File: src/csrf_defs.svh
/*
  Register offsets, bit positions, reset values and sizes of the colour
  sensor register file. Included by bare name; definitions only.
*/
`ifndef CSRF_DEFS_SVH
`define CSRF_DEFS_SVH

`define CSRF_CHANNELS       4
`define CSRF_CAP_W          4
`define CSRF_SLOT_W         12
`define CSRF_RES_W          10
`define CSRF_OFS_W          8

`define CSRF_ADDR_CMD       8'h00
`define CSRF_ADDR_CFG       8'h01
`define CSRF_CAP_BASE       8'h06
`define CSRF_INT_BASE       8'h0a
`define CSRF_DATA_BASE      8'h40
`define CSRF_OFS_BASE       8'h48

`define CSRF_CMD_CONV_BIT   0
`define CSRF_CMD_OFS_BIT    1
`define CSRF_CFG_TRIM_BIT   0
`define CSRF_CFG_SLEEP_BIT  1
`define CSRF_CFG_EXT_BIT    2

`define CSRF_CAP_RESET      4'hf
`define CSRF_SLOT_RESET     12'h000
`define CSRF_RES_RESET      10'h000
`define CSRF_OFS_RESET      8'h00
`define CSRF_BYTE_ZERO      8'h00

`define CSRF_BIT_CNT_RESET  4'h0
`define CSRF_BIT_CNT_LAST   4'h7
`define CSRF_BIT_CNT_FULL   4'h8
`define CSRF_PTR_STEP       8'h01
`define CSRF_DEV_ADDR       7'h2a

`endif

File: src/csrf_pkg.sv
/*
  Types of the colour sensor register file: channel settings, measurement
  results and state encodings. Assumes csrf_defs.svh is on the include path.
*/
`include "csrf_defs.svh"

package csrf_pkg;

  typedef struct packed {
    logic                                          ext_clk;
    logic                                          sleep;
    logic                                          trim;
    logic [`CSRF_CHANNELS-1:0][`CSRF_CAP_W-1:0]    cap;
    logic [`CSRF_CHANNELS-1:0][`CSRF_SLOT_W-1:0]   slots;
  } csrf_setup_t;

  typedef struct packed {
    logic [`CSRF_CHANNELS-1:0][`CSRF_RES_W-1:0]    result;
    logic [`CSRF_CHANNELS-1:0][`CSRF_OFS_W-1:0]    offset;
  } csrf_meas_t;

  typedef enum logic [1:0] {
    CSRF_SEQ_IDLE,
    CSRF_SEQ_CONV,
    CSRF_SEQ_OFS
  } csrf_seq_t;

  typedef enum logic [2:0] {
    CSRF_SER_IDLE,
    CSRF_SER_ADDR,
    CSRF_SER_ADDR_ACK,
    CSRF_SER_WR_BYTE,
    CSRF_SER_WR_ACK,
    CSRF_SER_RD_BYTE,
    CSRF_SER_RD_ACK
  } csrf_ser_t;

endpackage

File: src/csrf_serial_slave.sv
/*
  Two-wire serial slave: address byte, register pointer byte, then data
  bytes with auto-increment, reads from the pointer with auto-increment.
  Assumes scl/sda samples already synchronous to core_clk and a clock far
  faster than the serial bit rate.
*/
`timescale 1ns/1ps
`include "csrf_defs.svh"

module csrf_serial_slave #(
  parameter logic [6:0] DEV_ADDR = `CSRF_DEV_ADDR
) (
  // Clock and reset
  input  wire logic        core_clk,
  input  wire logic        reset_n,
  // Serial pins
  input  wire logic        scl_in,
  input  wire logic        sda_in,
  output logic             sda_out,
  output logic             sda_oe,
  // Register access
  output logic             wr_pulse,
  output logic [7:0]       wr_addr,
  output logic [7:0]       wr_data,
  output logic [7:0]       rd_addr,
  input  wire logic [7:0]  rd_data
);

  csrf_pkg::csrf_ser_t state_r, state_nxt;
  logic       scl_q_r, scl_q_nxt;
  logic       sda_q_r, sda_q_nxt;
  logic [3:0] cnt_r, cnt_nxt;
  logic [7:0] shift_r, shift_nxt;
  logic [7:0] ptr_r, ptr_nxt;
  logic       first_r, first_nxt;
  logic       rw_r, rw_nxt;
  logic       nack_r, nack_nxt;
  logic       oe_r, oe_nxt;
  logic       wr_r, wr_nxt;
  logic [7:0] waddr_r, waddr_nxt;
  logic [7:0] wdata_r, wdata_nxt;
  logic       scl_rise, scl_fall, start_seen, stop_seen;

  assign scl_rise   = scl_in & ~scl_q_r;
  assign scl_fall   = ~scl_in & scl_q_r;
  assign start_seen = scl_in & scl_q_r & sda_q_r & ~sda_in;
  assign stop_seen  = scl_in & scl_q_r & ~sda_q_r & sda_in;

  always_comb begin
    state_nxt = state_r;
    scl_q_nxt = scl_in;
    sda_q_nxt = sda_in;
    cnt_nxt   = cnt_r;
    shift_nxt = shift_r;
    ptr_nxt   = ptr_r;
    first_nxt = first_r;
    rw_nxt    = rw_r;
    nack_nxt  = nack_r;
    oe_nxt    = oe_r;
    wr_nxt    = 1'b0;
    waddr_nxt = waddr_r;
    wdata_nxt = wdata_r;
    if (start_seen) begin
      state_nxt = csrf_pkg::CSRF_SER_ADDR;
      cnt_nxt   = `CSRF_BIT_CNT_RESET;
      first_nxt = 1'b1;
      oe_nxt    = 1'b0;
    end else if (stop_seen) begin
      state_nxt = csrf_pkg::CSRF_SER_IDLE;
      oe_nxt    = 1'b0;
    end else begin
      unique case (state_r)
        csrf_pkg::CSRF_SER_IDLE: begin
        end
        csrf_pkg::CSRF_SER_ADDR, csrf_pkg::CSRF_SER_WR_BYTE: begin
          if (scl_rise) begin
            shift_nxt = {shift_r[6:0], sda_in};
            cnt_nxt   = cnt_r + 4'h1;
          end else if (scl_fall && cnt_r == `CSRF_BIT_CNT_FULL) begin
            if (state_r == csrf_pkg::CSRF_SER_ADDR) begin
              // Foreign addresses are left alone, no acknowledge
              if (shift_r[7:1] == DEV_ADDR) begin
                state_nxt = csrf_pkg::CSRF_SER_ADDR_ACK;
                oe_nxt    = 1'b1;
                rw_nxt    = shift_r[0];
              end else begin
                state_nxt = csrf_pkg::CSRF_SER_IDLE;
              end
            end else begin
              state_nxt = csrf_pkg::CSRF_SER_WR_ACK;
              oe_nxt    = 1'b1;
              if (first_r) begin
                ptr_nxt   = shift_r;
                first_nxt = 1'b0;
              end else begin
                wr_nxt    = 1'b1;
                waddr_nxt = ptr_r;
                wdata_nxt = shift_r;
                ptr_nxt   = ptr_r + `CSRF_PTR_STEP;
              end
            end
          end
        end
        csrf_pkg::CSRF_SER_ADDR_ACK, csrf_pkg::CSRF_SER_WR_ACK: begin
          if (scl_fall) begin
            cnt_nxt = `CSRF_BIT_CNT_RESET;
            if (state_r == csrf_pkg::CSRF_SER_ADDR_ACK && rw_r) begin
              state_nxt = csrf_pkg::CSRF_SER_RD_BYTE;
              shift_nxt = rd_data;
              oe_nxt    = ~rd_data[7];
              ptr_nxt   = ptr_r + `CSRF_PTR_STEP;
            end else begin
              state_nxt = csrf_pkg::CSRF_SER_WR_BYTE;
              oe_nxt    = 1'b0;
            end
          end
        end
        csrf_pkg::CSRF_SER_RD_BYTE: begin
          if (scl_fall) begin
            if (cnt_r == `CSRF_BIT_CNT_LAST) begin
              state_nxt = csrf_pkg::CSRF_SER_RD_ACK;
              oe_nxt    = 1'b0;
            end else begin
              shift_nxt = {shift_r[6:0], 1'b0};
              oe_nxt    = ~shift_r[6];
              cnt_nxt   = cnt_r + 4'h1;
            end
          end
        end
        csrf_pkg::CSRF_SER_RD_ACK: begin
          if (scl_rise) begin
            nack_nxt = sda_in;
          end else if (scl_fall) begin
            // Master's nack ends the read; wait for stop or restart
            if (nack_r) begin
              state_nxt = csrf_pkg::CSRF_SER_IDLE;
            end else begin
              state_nxt = csrf_pkg::CSRF_SER_RD_BYTE;
              cnt_nxt   = `CSRF_BIT_CNT_RESET;
              shift_nxt = rd_data;
              oe_nxt    = ~rd_data[7];
              ptr_nxt   = ptr_r + `CSRF_PTR_STEP;
            end
          end
        end
      endcase
    end
  end

  always_ff @(posedge core_clk) begin
    if (!reset_n) begin
      state_r <= csrf_pkg::CSRF_SER_IDLE;
      scl_q_r <= 1'b1;
      sda_q_r <= 1'b1;
      cnt_r   <= `CSRF_BIT_CNT_RESET;
      shift_r <= `CSRF_BYTE_ZERO;
      ptr_r   <= `CSRF_BYTE_ZERO;
      first_r <= 1'b1;
      rw_r    <= 1'b0;
      nack_r  <= 1'b0;
      oe_r    <= 1'b0;
      wr_r    <= 1'b0;
      waddr_r <= `CSRF_BYTE_ZERO;
      wdata_r <= `CSRF_BYTE_ZERO;
    end else begin
      state_r <= state_nxt;
      scl_q_r <= scl_q_nxt;
      sda_q_r <= sda_q_nxt;
      cnt_r   <= cnt_nxt;
      shift_r <= shift_nxt;
      ptr_r   <= ptr_nxt;
      first_r <= first_nxt;
      rw_r    <= rw_nxt;
      nack_r  <= nack_nxt;
      oe_r    <= oe_nxt;
      wr_r    <= wr_nxt;
      waddr_r <= waddr_nxt;
      wdata_r <= wdata_nxt;
    end
  end

  // Open drain: only ever pulls low
  assign sda_out  = 1'b0;
  assign sda_oe   = oe_r;
  assign wr_pulse = wr_r;
  assign wr_addr  = waddr_r;
  assign wr_data  = wdata_r;
  assign rd_addr  = ptr_r;

endmodule

File: src/csrf_top.sv
/*
  Colour sensor register file: serial register access, clock, sleep and
  trim configuration, per-channel settings, and the request sequencer that
  hands measurements to the analog front end and captures its results.
  Assumes a front end that answers each request with a one-cycle done pulse.
*/
`timescale 1ns/1ps
`include "csrf_defs.svh"

module csrf_top #(
  parameter logic [6:0] DEV_ADDR = `CSRF_DEV_ADDR
) (
  // Clock and reset
  input  wire logic                  core_clk,
  input  wire logic                  reset_n,
  // Two-wire serial pins
  input  wire logic                  scl_in,
  input  wire logic                  sda_in,
  output logic                       sda_out,
  output logic                       sda_oe,
  // Settings to the front end
  output csrf_pkg::csrf_setup_t      setup_r,
  // Front end handshake
  output logic                       fe_req_r,
  output logic                       fe_offset_r,
  input  wire logic                  fe_done,
  input  wire csrf_pkg::csrf_meas_t  fe_meas
);

  csrf_pkg::csrf_setup_t setup_nxt;
  csrf_pkg::csrf_meas_t  meas_r, meas_nxt;
  csrf_pkg::csrf_seq_t   seq_r, seq_nxt;
  logic                  conv_request_r, conv_request_nxt;
  logic                  offset_request_r, offset_request_nxt;
  logic                  fe_req_nxt;
  logic                  fe_offset_nxt;

  logic                  bus_wr;
  logic [7:0]            bus_waddr;
  logic [7:0]            bus_wdata;
  logic [7:0]            bus_raddr;
  logic [7:0]            bus_rdata;

  csrf_serial_slave #(
    .DEV_ADDR (DEV_ADDR)
  ) u_serial (
    .core_clk (core_clk),
    .reset_n  (reset_n),
    .scl_in   (scl_in),
    .sda_in   (sda_in),
    .sda_out  (sda_out),
    .sda_oe   (sda_oe),
    .wr_pulse (bus_wr),
    .wr_addr  (bus_waddr),
    .wr_data  (bus_wdata),
    .rd_addr  (bus_raddr),
    .rd_data  (bus_rdata)
  );

  // Channel index is valid when the offset falls in a block of four
  function automatic logic in_block(input logic [7:0] a, input logic [7:0] base, input int c, input int step);
    in_block = (a == 8'(base + c * step));
  endfunction

  // Read view of every register
  function automatic logic [7:0] reg_read(
    input logic [7:0]            a,
    input csrf_pkg::csrf_setup_t s,
    input csrf_pkg::csrf_meas_t  m,
    input logic                  conv,
    input logic                  ofs
  );
    logic [7:0] v;
    v = `CSRF_BYTE_ZERO;
    if (a == `CSRF_ADDR_CMD) begin
      v[`CSRF_CMD_CONV_BIT] = conv;
      v[`CSRF_CMD_OFS_BIT]  = ofs;
    end
    if (a == `CSRF_ADDR_CFG) begin
      v[`CSRF_CFG_TRIM_BIT]  = s.trim;
      v[`CSRF_CFG_SLEEP_BIT] = s.sleep;
      v[`CSRF_CFG_EXT_BIT]   = s.ext_clk;
    end
    for (int c = 0; c < `CSRF_CHANNELS; c++) begin
      if (in_block(a, `CSRF_CAP_BASE, c, 1)) begin
        v[`CSRF_CAP_W-1:0] = s.cap[c];
      end
      if (in_block(a, `CSRF_INT_BASE, c, 2)) begin
        v = s.slots[c][7:0];
      end
      if (in_block(a, `CSRF_INT_BASE + 8'h01, c, 2)) begin
        v[`CSRF_SLOT_W-9:0] = s.slots[c][`CSRF_SLOT_W-1:8];
      end
      if (in_block(a, `CSRF_DATA_BASE, c, 2)) begin
        v = m.result[c][7:0];
      end
      if (in_block(a, `CSRF_DATA_BASE + 8'h01, c, 2)) begin
        v[`CSRF_RES_W-9:0] = m.result[c][`CSRF_RES_W-1:8];
      end
      if (in_block(a, `CSRF_OFS_BASE, c, 1)) begin
        v = m.offset[c];
      end
    end
    reg_read = v;
  endfunction

  assign bus_rdata = reg_read(bus_raddr, setup_r, meas_r, conv_request_r, offset_request_r);

  // Settings registers
  always_comb begin
    setup_nxt = setup_r;
    if (bus_wr) begin
      if (bus_waddr == `CSRF_ADDR_CFG) begin
        setup_nxt.ext_clk = bus_wdata[`CSRF_CFG_EXT_BIT];
        setup_nxt.trim    = bus_wdata[`CSRF_CFG_TRIM_BIT];
        setup_nxt.sleep   = bus_wdata[`CSRF_CFG_SLEEP_BIT];
      end
      for (int c = 0; c < `CSRF_CHANNELS; c++) begin
        if (in_block(bus_waddr, `CSRF_CAP_BASE, c, 1)) begin
          setup_nxt.cap[c] = bus_wdata[`CSRF_CAP_W-1:0];
        end
        if (in_block(bus_waddr, `CSRF_INT_BASE, c, 2)) begin
          setup_nxt.slots[c][7:0] = bus_wdata;
        end
        if (in_block(bus_waddr, `CSRF_INT_BASE + 8'h01, c, 2)) begin
          setup_nxt.slots[c][`CSRF_SLOT_W-1:8] = bus_wdata[`CSRF_SLOT_W-9:0];
        end
      end
    end
    setup_nxt.sleep = setup_nxt.sleep & setup_nxt.ext_clk;
  end

  always_ff @(posedge core_clk) begin
    if (!reset_n) begin
      setup_r.ext_clk <= 1'b0;
      setup_r.sleep   <= 1'b0;
      setup_r.trim    <= 1'b0;
      for (int c = 0; c < `CSRF_CHANNELS; c++) begin
        setup_r.cap[c]   <= `CSRF_CAP_RESET;
        setup_r.slots[c] <= `CSRF_SLOT_RESET;
      end
    end else begin
      setup_r <= setup_nxt;
    end
  end

  // Request sequencer; requests wait while asleep, since the front end
  // has no clock then. Conversion goes first when both are pending.
  always_comb begin
    seq_nxt            = seq_r;
    meas_nxt           = meas_r;
    conv_request_nxt   = conv_request_r;
    offset_request_nxt = offset_request_r;
    fe_req_nxt         = fe_req_r;
    fe_offset_nxt      = fe_offset_r;
    unique case (seq_r)
      csrf_pkg::CSRF_SEQ_IDLE: begin
        if (!setup_r.sleep && conv_request_r) begin
          seq_nxt       = csrf_pkg::CSRF_SEQ_CONV;
          fe_req_nxt    = 1'b1;
          fe_offset_nxt = 1'b0;
        end else if (!setup_r.sleep && offset_request_r) begin
          seq_nxt       = csrf_pkg::CSRF_SEQ_OFS;
          fe_req_nxt    = 1'b1;
          fe_offset_nxt = 1'b1;
        end
      end
      csrf_pkg::CSRF_SEQ_CONV: begin
        if (fe_done) begin
          meas_nxt.result  = fe_meas.result;
          conv_request_nxt = 1'b0;
          fe_req_nxt       = 1'b0;
          seq_nxt          = csrf_pkg::CSRF_SEQ_IDLE;
        end
      end
      csrf_pkg::CSRF_SEQ_OFS: begin
        if (fe_done) begin
          meas_nxt.offset    = fe_meas.offset;
          offset_request_nxt = 1'b0;
          fe_req_nxt         = 1'b0;
          seq_nxt            = csrf_pkg::CSRF_SEQ_IDLE;
        end
      end
    endcase
    // Host write lands last so a fresh request is never lost
    if (bus_wr && bus_waddr == `CSRF_ADDR_CMD) begin
      conv_request_nxt   = bus_wdata[`CSRF_CMD_CONV_BIT];
      offset_request_nxt = bus_wdata[`CSRF_CMD_OFS_BIT];
    end
  end

  always_ff @(posedge core_clk) begin
    if (!reset_n) begin
      seq_r            <= csrf_pkg::CSRF_SEQ_IDLE;
      conv_request_r   <= 1'b0;
      offset_request_r <= 1'b0;
      fe_req_r         <= 1'b0;
      fe_offset_r      <= 1'b0;
      for (int c = 0; c < `CSRF_CHANNELS; c++) begin
        meas_r.result[c] <= `CSRF_RES_RESET;
        meas_r.offset[c] <= `CSRF_OFS_RESET;
      end
    end else begin
      seq_r            <= seq_nxt;
      conv_request_r   <= conv_request_nxt;
      offset_request_r <= offset_request_nxt;
      fe_req_r         <= fe_req_nxt;
      fe_offset_r      <= fe_offset_nxt;
      meas_r           <= meas_nxt;
    end
  end

endmodule

File: config.mk
export PLATFORM = sky130hd
export DESIGN_NAME = csrf_top
export DESIGN_NICKNAME = d
export VERILOG_FILES = /design/src/csrf_pkg.sv /design/src/csrf_serial_slave.sv /design/src/csrf_top.sv
export VERILOG_INCLUDE_DIRS = /design/src
export SDC_FILE = /design/constraint.sdc
export NUM_CORES = 1
export LEC_CHECK = 0
export BUFFER_PORTS_ARGS = -buffer_cell sky130_fd_sc_hd__buf_2
export CORE_AREA = 8 8 144 146
export CTS_CLUSTER_DIAMETER = 80
export DETAILED_ROUTE_END_ITERATION = 12
export DIE_AREA = 0 0 152 154
export PLACE_DENSITY = 0.82
export SLEW_MARGIN = 20
export SYNTH_ARGS = -nofsm -noshare
export SYNTH_HDL_FRONTEND = slang
export SYNTH_SLANG_ARGS = --single-unit
File: constraint.sdc
create_clock -name core_clk -period 2 [get_ports core_clk]
set_input_delay 0.4 -clock core_clk [delete_from_list [all_inputs] [get_ports core_clk]]
set_output_delay 0.4 -clock core_clk [all_outputs]
set_load 0.02 [all_outputs]
==> results_dict.tcl <==
set metrics [dict create \
    p_per_area_nw_per_um2 608.9 \
    startpoint_type "flip-flop" \
    ctsHoldBuffers 0 \
    synthAdderAreaFrac_pct 1.190 \
    vdd.ir_drop.worst_v 0.0005876 \
    reg2reg_depth 10 \
    syn_area_um2 9465 \
    synthSimpleGateAreaFrac_pct 26.85 \
    hpwl_um 26450 \
    status "complete, but fails checks" \
    htreeDepth 4 \
    min-delay-start "fe_meas[62]" \
    ys_async_sr_fraction_pct 0 \
    syn_inst 1223 \
    yosysSeqAreaShare_pct 40.40 \
    coreArea_um2 18460 \
    p_int_mw 5.961 \
    drt_first_pass_iters 8 \
    arrival_ps 2440 \
    min_period_over_period_pct 106.0 \
    synth.area.mux_share_pct 7.138 \
    setup_viol 7 \
    route.detailed.drc 0 \
    hold_path_class "input pin to flip-flop" \
    path_max_fanout 5 \
    setup_ws_ps -120.5 \
    period_minus_slack_ps 2120 \
    cts_inserted_buffers 17 \
    hold_slack_ps 195.4 \
    clkLatencyLatePin_ps 440 \
    die_area_um2 23410 \
    reg2reg_to "u_serial.shift_r[0]" \
    slew_viol_final 0 \
    cts_tree "done" \
    min_to "meas_r[62]" \
    cp.required_ps 2320 \
    area_growth_pct 35.18 \
    vias_per_cell 6.125 \
    detail-route-antenna-nets 0 \
    crit_path_end_kind "flip-flop" \
    worstReg2RegStart "u_serial.rd_addr[0]" \
    grt_start_max_net_pins 68 \
    yosys_register_bits 191 \
    wl_per_cell_um 21.07 \
    rrSetupSlack_ps -120 \
    seqPwrFrac_pct 49.6 \
    drt_iter0_markers 1360 \
    fin_nets 1572 \
    yosysWarnings 0 \
    postSynthAreaPerCell_um2 7.739 \
    power.total_mw 7.791 \
    vias 10610 \
    clk_pin_slew_ps 70 \
    grt-ovfl-total 0 \
    violations "setup timing" \
    drive_above_1_share_pct 32.04 \
    combPwrFrac_pct 4.5 \
    synth_edf_count 0 \
    drv_cap 0 \
    max_slew_margin_pct 49.60 \
    fin_skew_ps 10.56 \
    rsz0062_at_grt "true" \
    track_usage_pct 29.20 \
    max_freq_ghz 0.4716 \
    synth_cell_types 77 \
    rows 50 \
    synth_xor_area_share_pct 0.1851 \
    port_buffers 146 \
    die_h_um 154 \
    cts-root-buf "clkbuf_16" \
    die_w_um 152 \
    synth_nets 1309 \
    p_sw_share_pct 23.48 \
    whs_path_depth 3 \
    antenna_found_initial 0 \
    grt_first_pass_wirelength_um 54860 \
    hold_viol 0 \
    synth_top_family_by_area "simple AND/OR/NAND/NOR gates" \
    ios 148 \
    p_switching_mw 1.830 \
    wirelength_um 36490 \
    num_antenna_cells 0 \
    initial_core_util_pct 51.29 \
    place_congestion 1.075 \
    grt_pass1_vias 10100 \
    cts.sinks 191 \
    yosys_most_used_dff "dfxtp_1" \
    clockBufferDepth 2 \
    power_leakage_nw 5.468 \
    power.share.clock_pct 46.0 \
    critPathKind "flip-flop to flip-flop" \
    max_slew.worst_pin.slew_ps 748.1 \
    synth-compound-area-share_pct 19.25 \
]
[Yosys cell counts (15+ instances only)]
| cell | n | area [um^2] |
|---|---|---|
| a21oi_1 | 141 | 705.7 |
| and3_1 | 21 | 131.4 |
| buf_2 | 15 | 75.07 |
| clkbuf_1 | 59 | 221.5 |
| dfxtp_1 | 191 | 3824 |
| inv_1 | 25 | 93.84 |
| mux2i_1 | 63 | 630.6 |
| nand2_1 | 272 | 1021 |
| nand3_1 | 54 | 270.3 |
| nand4_1 | 20 | 125.1 |
| nor2_1 | 91 | 341.6 |
| o21ai_0 | 45 | 225.2 |
| o22ai_1 | 24 | 150.1 |
[stage by stage]
step	instances	setup slack (ps)	instance area, um^2	utilization (%)	TNS (ps)
after floorplan	1223	11.02	9475	-	0
after global placement	1677	-416.2	11400	61.78	-3047
after detailed placement	1677	-377.7	11400	61.78	-3289
after CTS	1723	-110.3	12390	67.14	-481.1
after global routing	1732	-182.2	12790	69.33	-943.1
final	1732	-120.5	12790	69.33	-582.1
[repair_timing]
action	in CTS	in global routing
pin swaps	27	33
gates resized for setup	75	97
endpoints found under the setup margin	13	19
cloned	1	1
setup buffers	14	10
[area by class of cell]
type,count,area (um^2)
Timing Repair Buffer,332,2281
Tap cell,234,292.8
Inverter,25,101.3
Sequential cell,191,3859
Fill cell,1415,5660
Clock inverter,13,178.9
Clock buffer,18,429.2
Multi-Input combinational cell,919,5653
[layout by cell type, fill, tap and decap left out, types with 5 or more instances in the layout]
| master | instances |
|---|---|
| nand4_1 | 20 |
| inv_1 | 19 |
| and3_1 | 15 |
| o21a_1 | 6 |
| o21ai_2 | 5 |
| buf_4 | 157 |
| dfxtp_4 | 8 |
| and3_4 | 6 |
| nand3b_1 | 8 |
| nand3_1 | 48 |
| o21ai_1 | 15 |
| nor2_1 | 90 |
| nand4b_1 | 5 |
| ha_4 | 6 |
| nand2_1 | 268 |
| o21ai_0 | 28 |
| and2_1 | 5 |
| nand3_2 | 7 |
| o22ai_1 | 19 |
| mux2i_1 | 62 |
| a31oi_1 | 8 |
| buf_2 | 147 |
| a21oi_1 | 131 |
| nand2b_1 | 9 |
| a21oi_2 | 8 |
| clkbuf_16 | 17 |
| dfxtp_1 | 179 |
| buf_6 | 21 |
| nor3_1 | 5 |
| buf_12 | 5 |
| a21o_1 | 5 |
| o211ai_1 | 7 |
[sequential cells by signal, summed over array words and instances, names as in the netlist, 2 cells and up]
name	count
u_serial.shift_r	8
u_serial.wr_data	8
setup_r	67
u_serial.wr_addr	8
meas_r	72
u_serial.cnt_r	4
u_serial.rd_addr	8
seq_r	2
u_serial.state_r	3
[worst max path at each step]
stage                                   start             endpoint  slack [ps]  depth (start not counted)
final                     u_serial.rd_addr[0]  u_serial.shift_r[0]        -120                         10
after global routing      u_serial.rd_addr[3]  u_serial.shift_r[1]        -180                         10
after CTS                 u_serial.rd_addr[6]  u_serial.shift_r[7]        -110                          9
after detailed placement  u_serial.rd_addr[0]  u_serial.shift_r[0]        -380                          8
after global placement    u_serial.rd_addr[0]  u_serial.shift_r[0]        -420                          8
after floorplan           u_serial.rd_addr[0]  u_serial.shift_r[0]          10                          9
[per-layer routing]
metal | vias up | wire length, um | global-route usage [%]
met3 | 157 | 3746 | 7.231
li1 | 4821 | - | -
met2 | 647 | 16430 | 46.53
met5 | - | 0 | 0
met1 | 4983 | 14400 | 36.08
met4 | 0 | 1912 | 15.14
[worst max-delay path: stages (launching register included)]
cell and delay (ps):
dfxtp_2 340, buf_6 120, ha_4 140, buf_6 150, buf_6 120, nand3b_1 130, a21oi_2 80, o311ai_2 280
nand4_1 260, a31oi_2 280, o22ai_1 90
[power groups by stage]
stage / Sequential [mW] / Clock, mW / Combinational, mW
2_1_floorplan: 3.95 / 0 / 0.175
3_3_place_gp: 3.96 / 0 / 0.326
3_5_place_dp: 3.96 / 0 / 0.330
4_1_cts: 3.87 / 3.58 / 0.336
5_1_grt: 3.86 / 3.73 / 0.383
6_report: 3.86 / 3.58 / 0.347
[logic make-up after synthesis]
family                     Yosys count
AOI/OAI and AO/OA                  300
adders and majority gates            9
other                                1
and+or+nand+nor                    540
xor gates and xnor gates             2
DFF                                191
muxes                               67
buffers and inverters              113
Note: power is estimated with default switching activity, not from simulation.
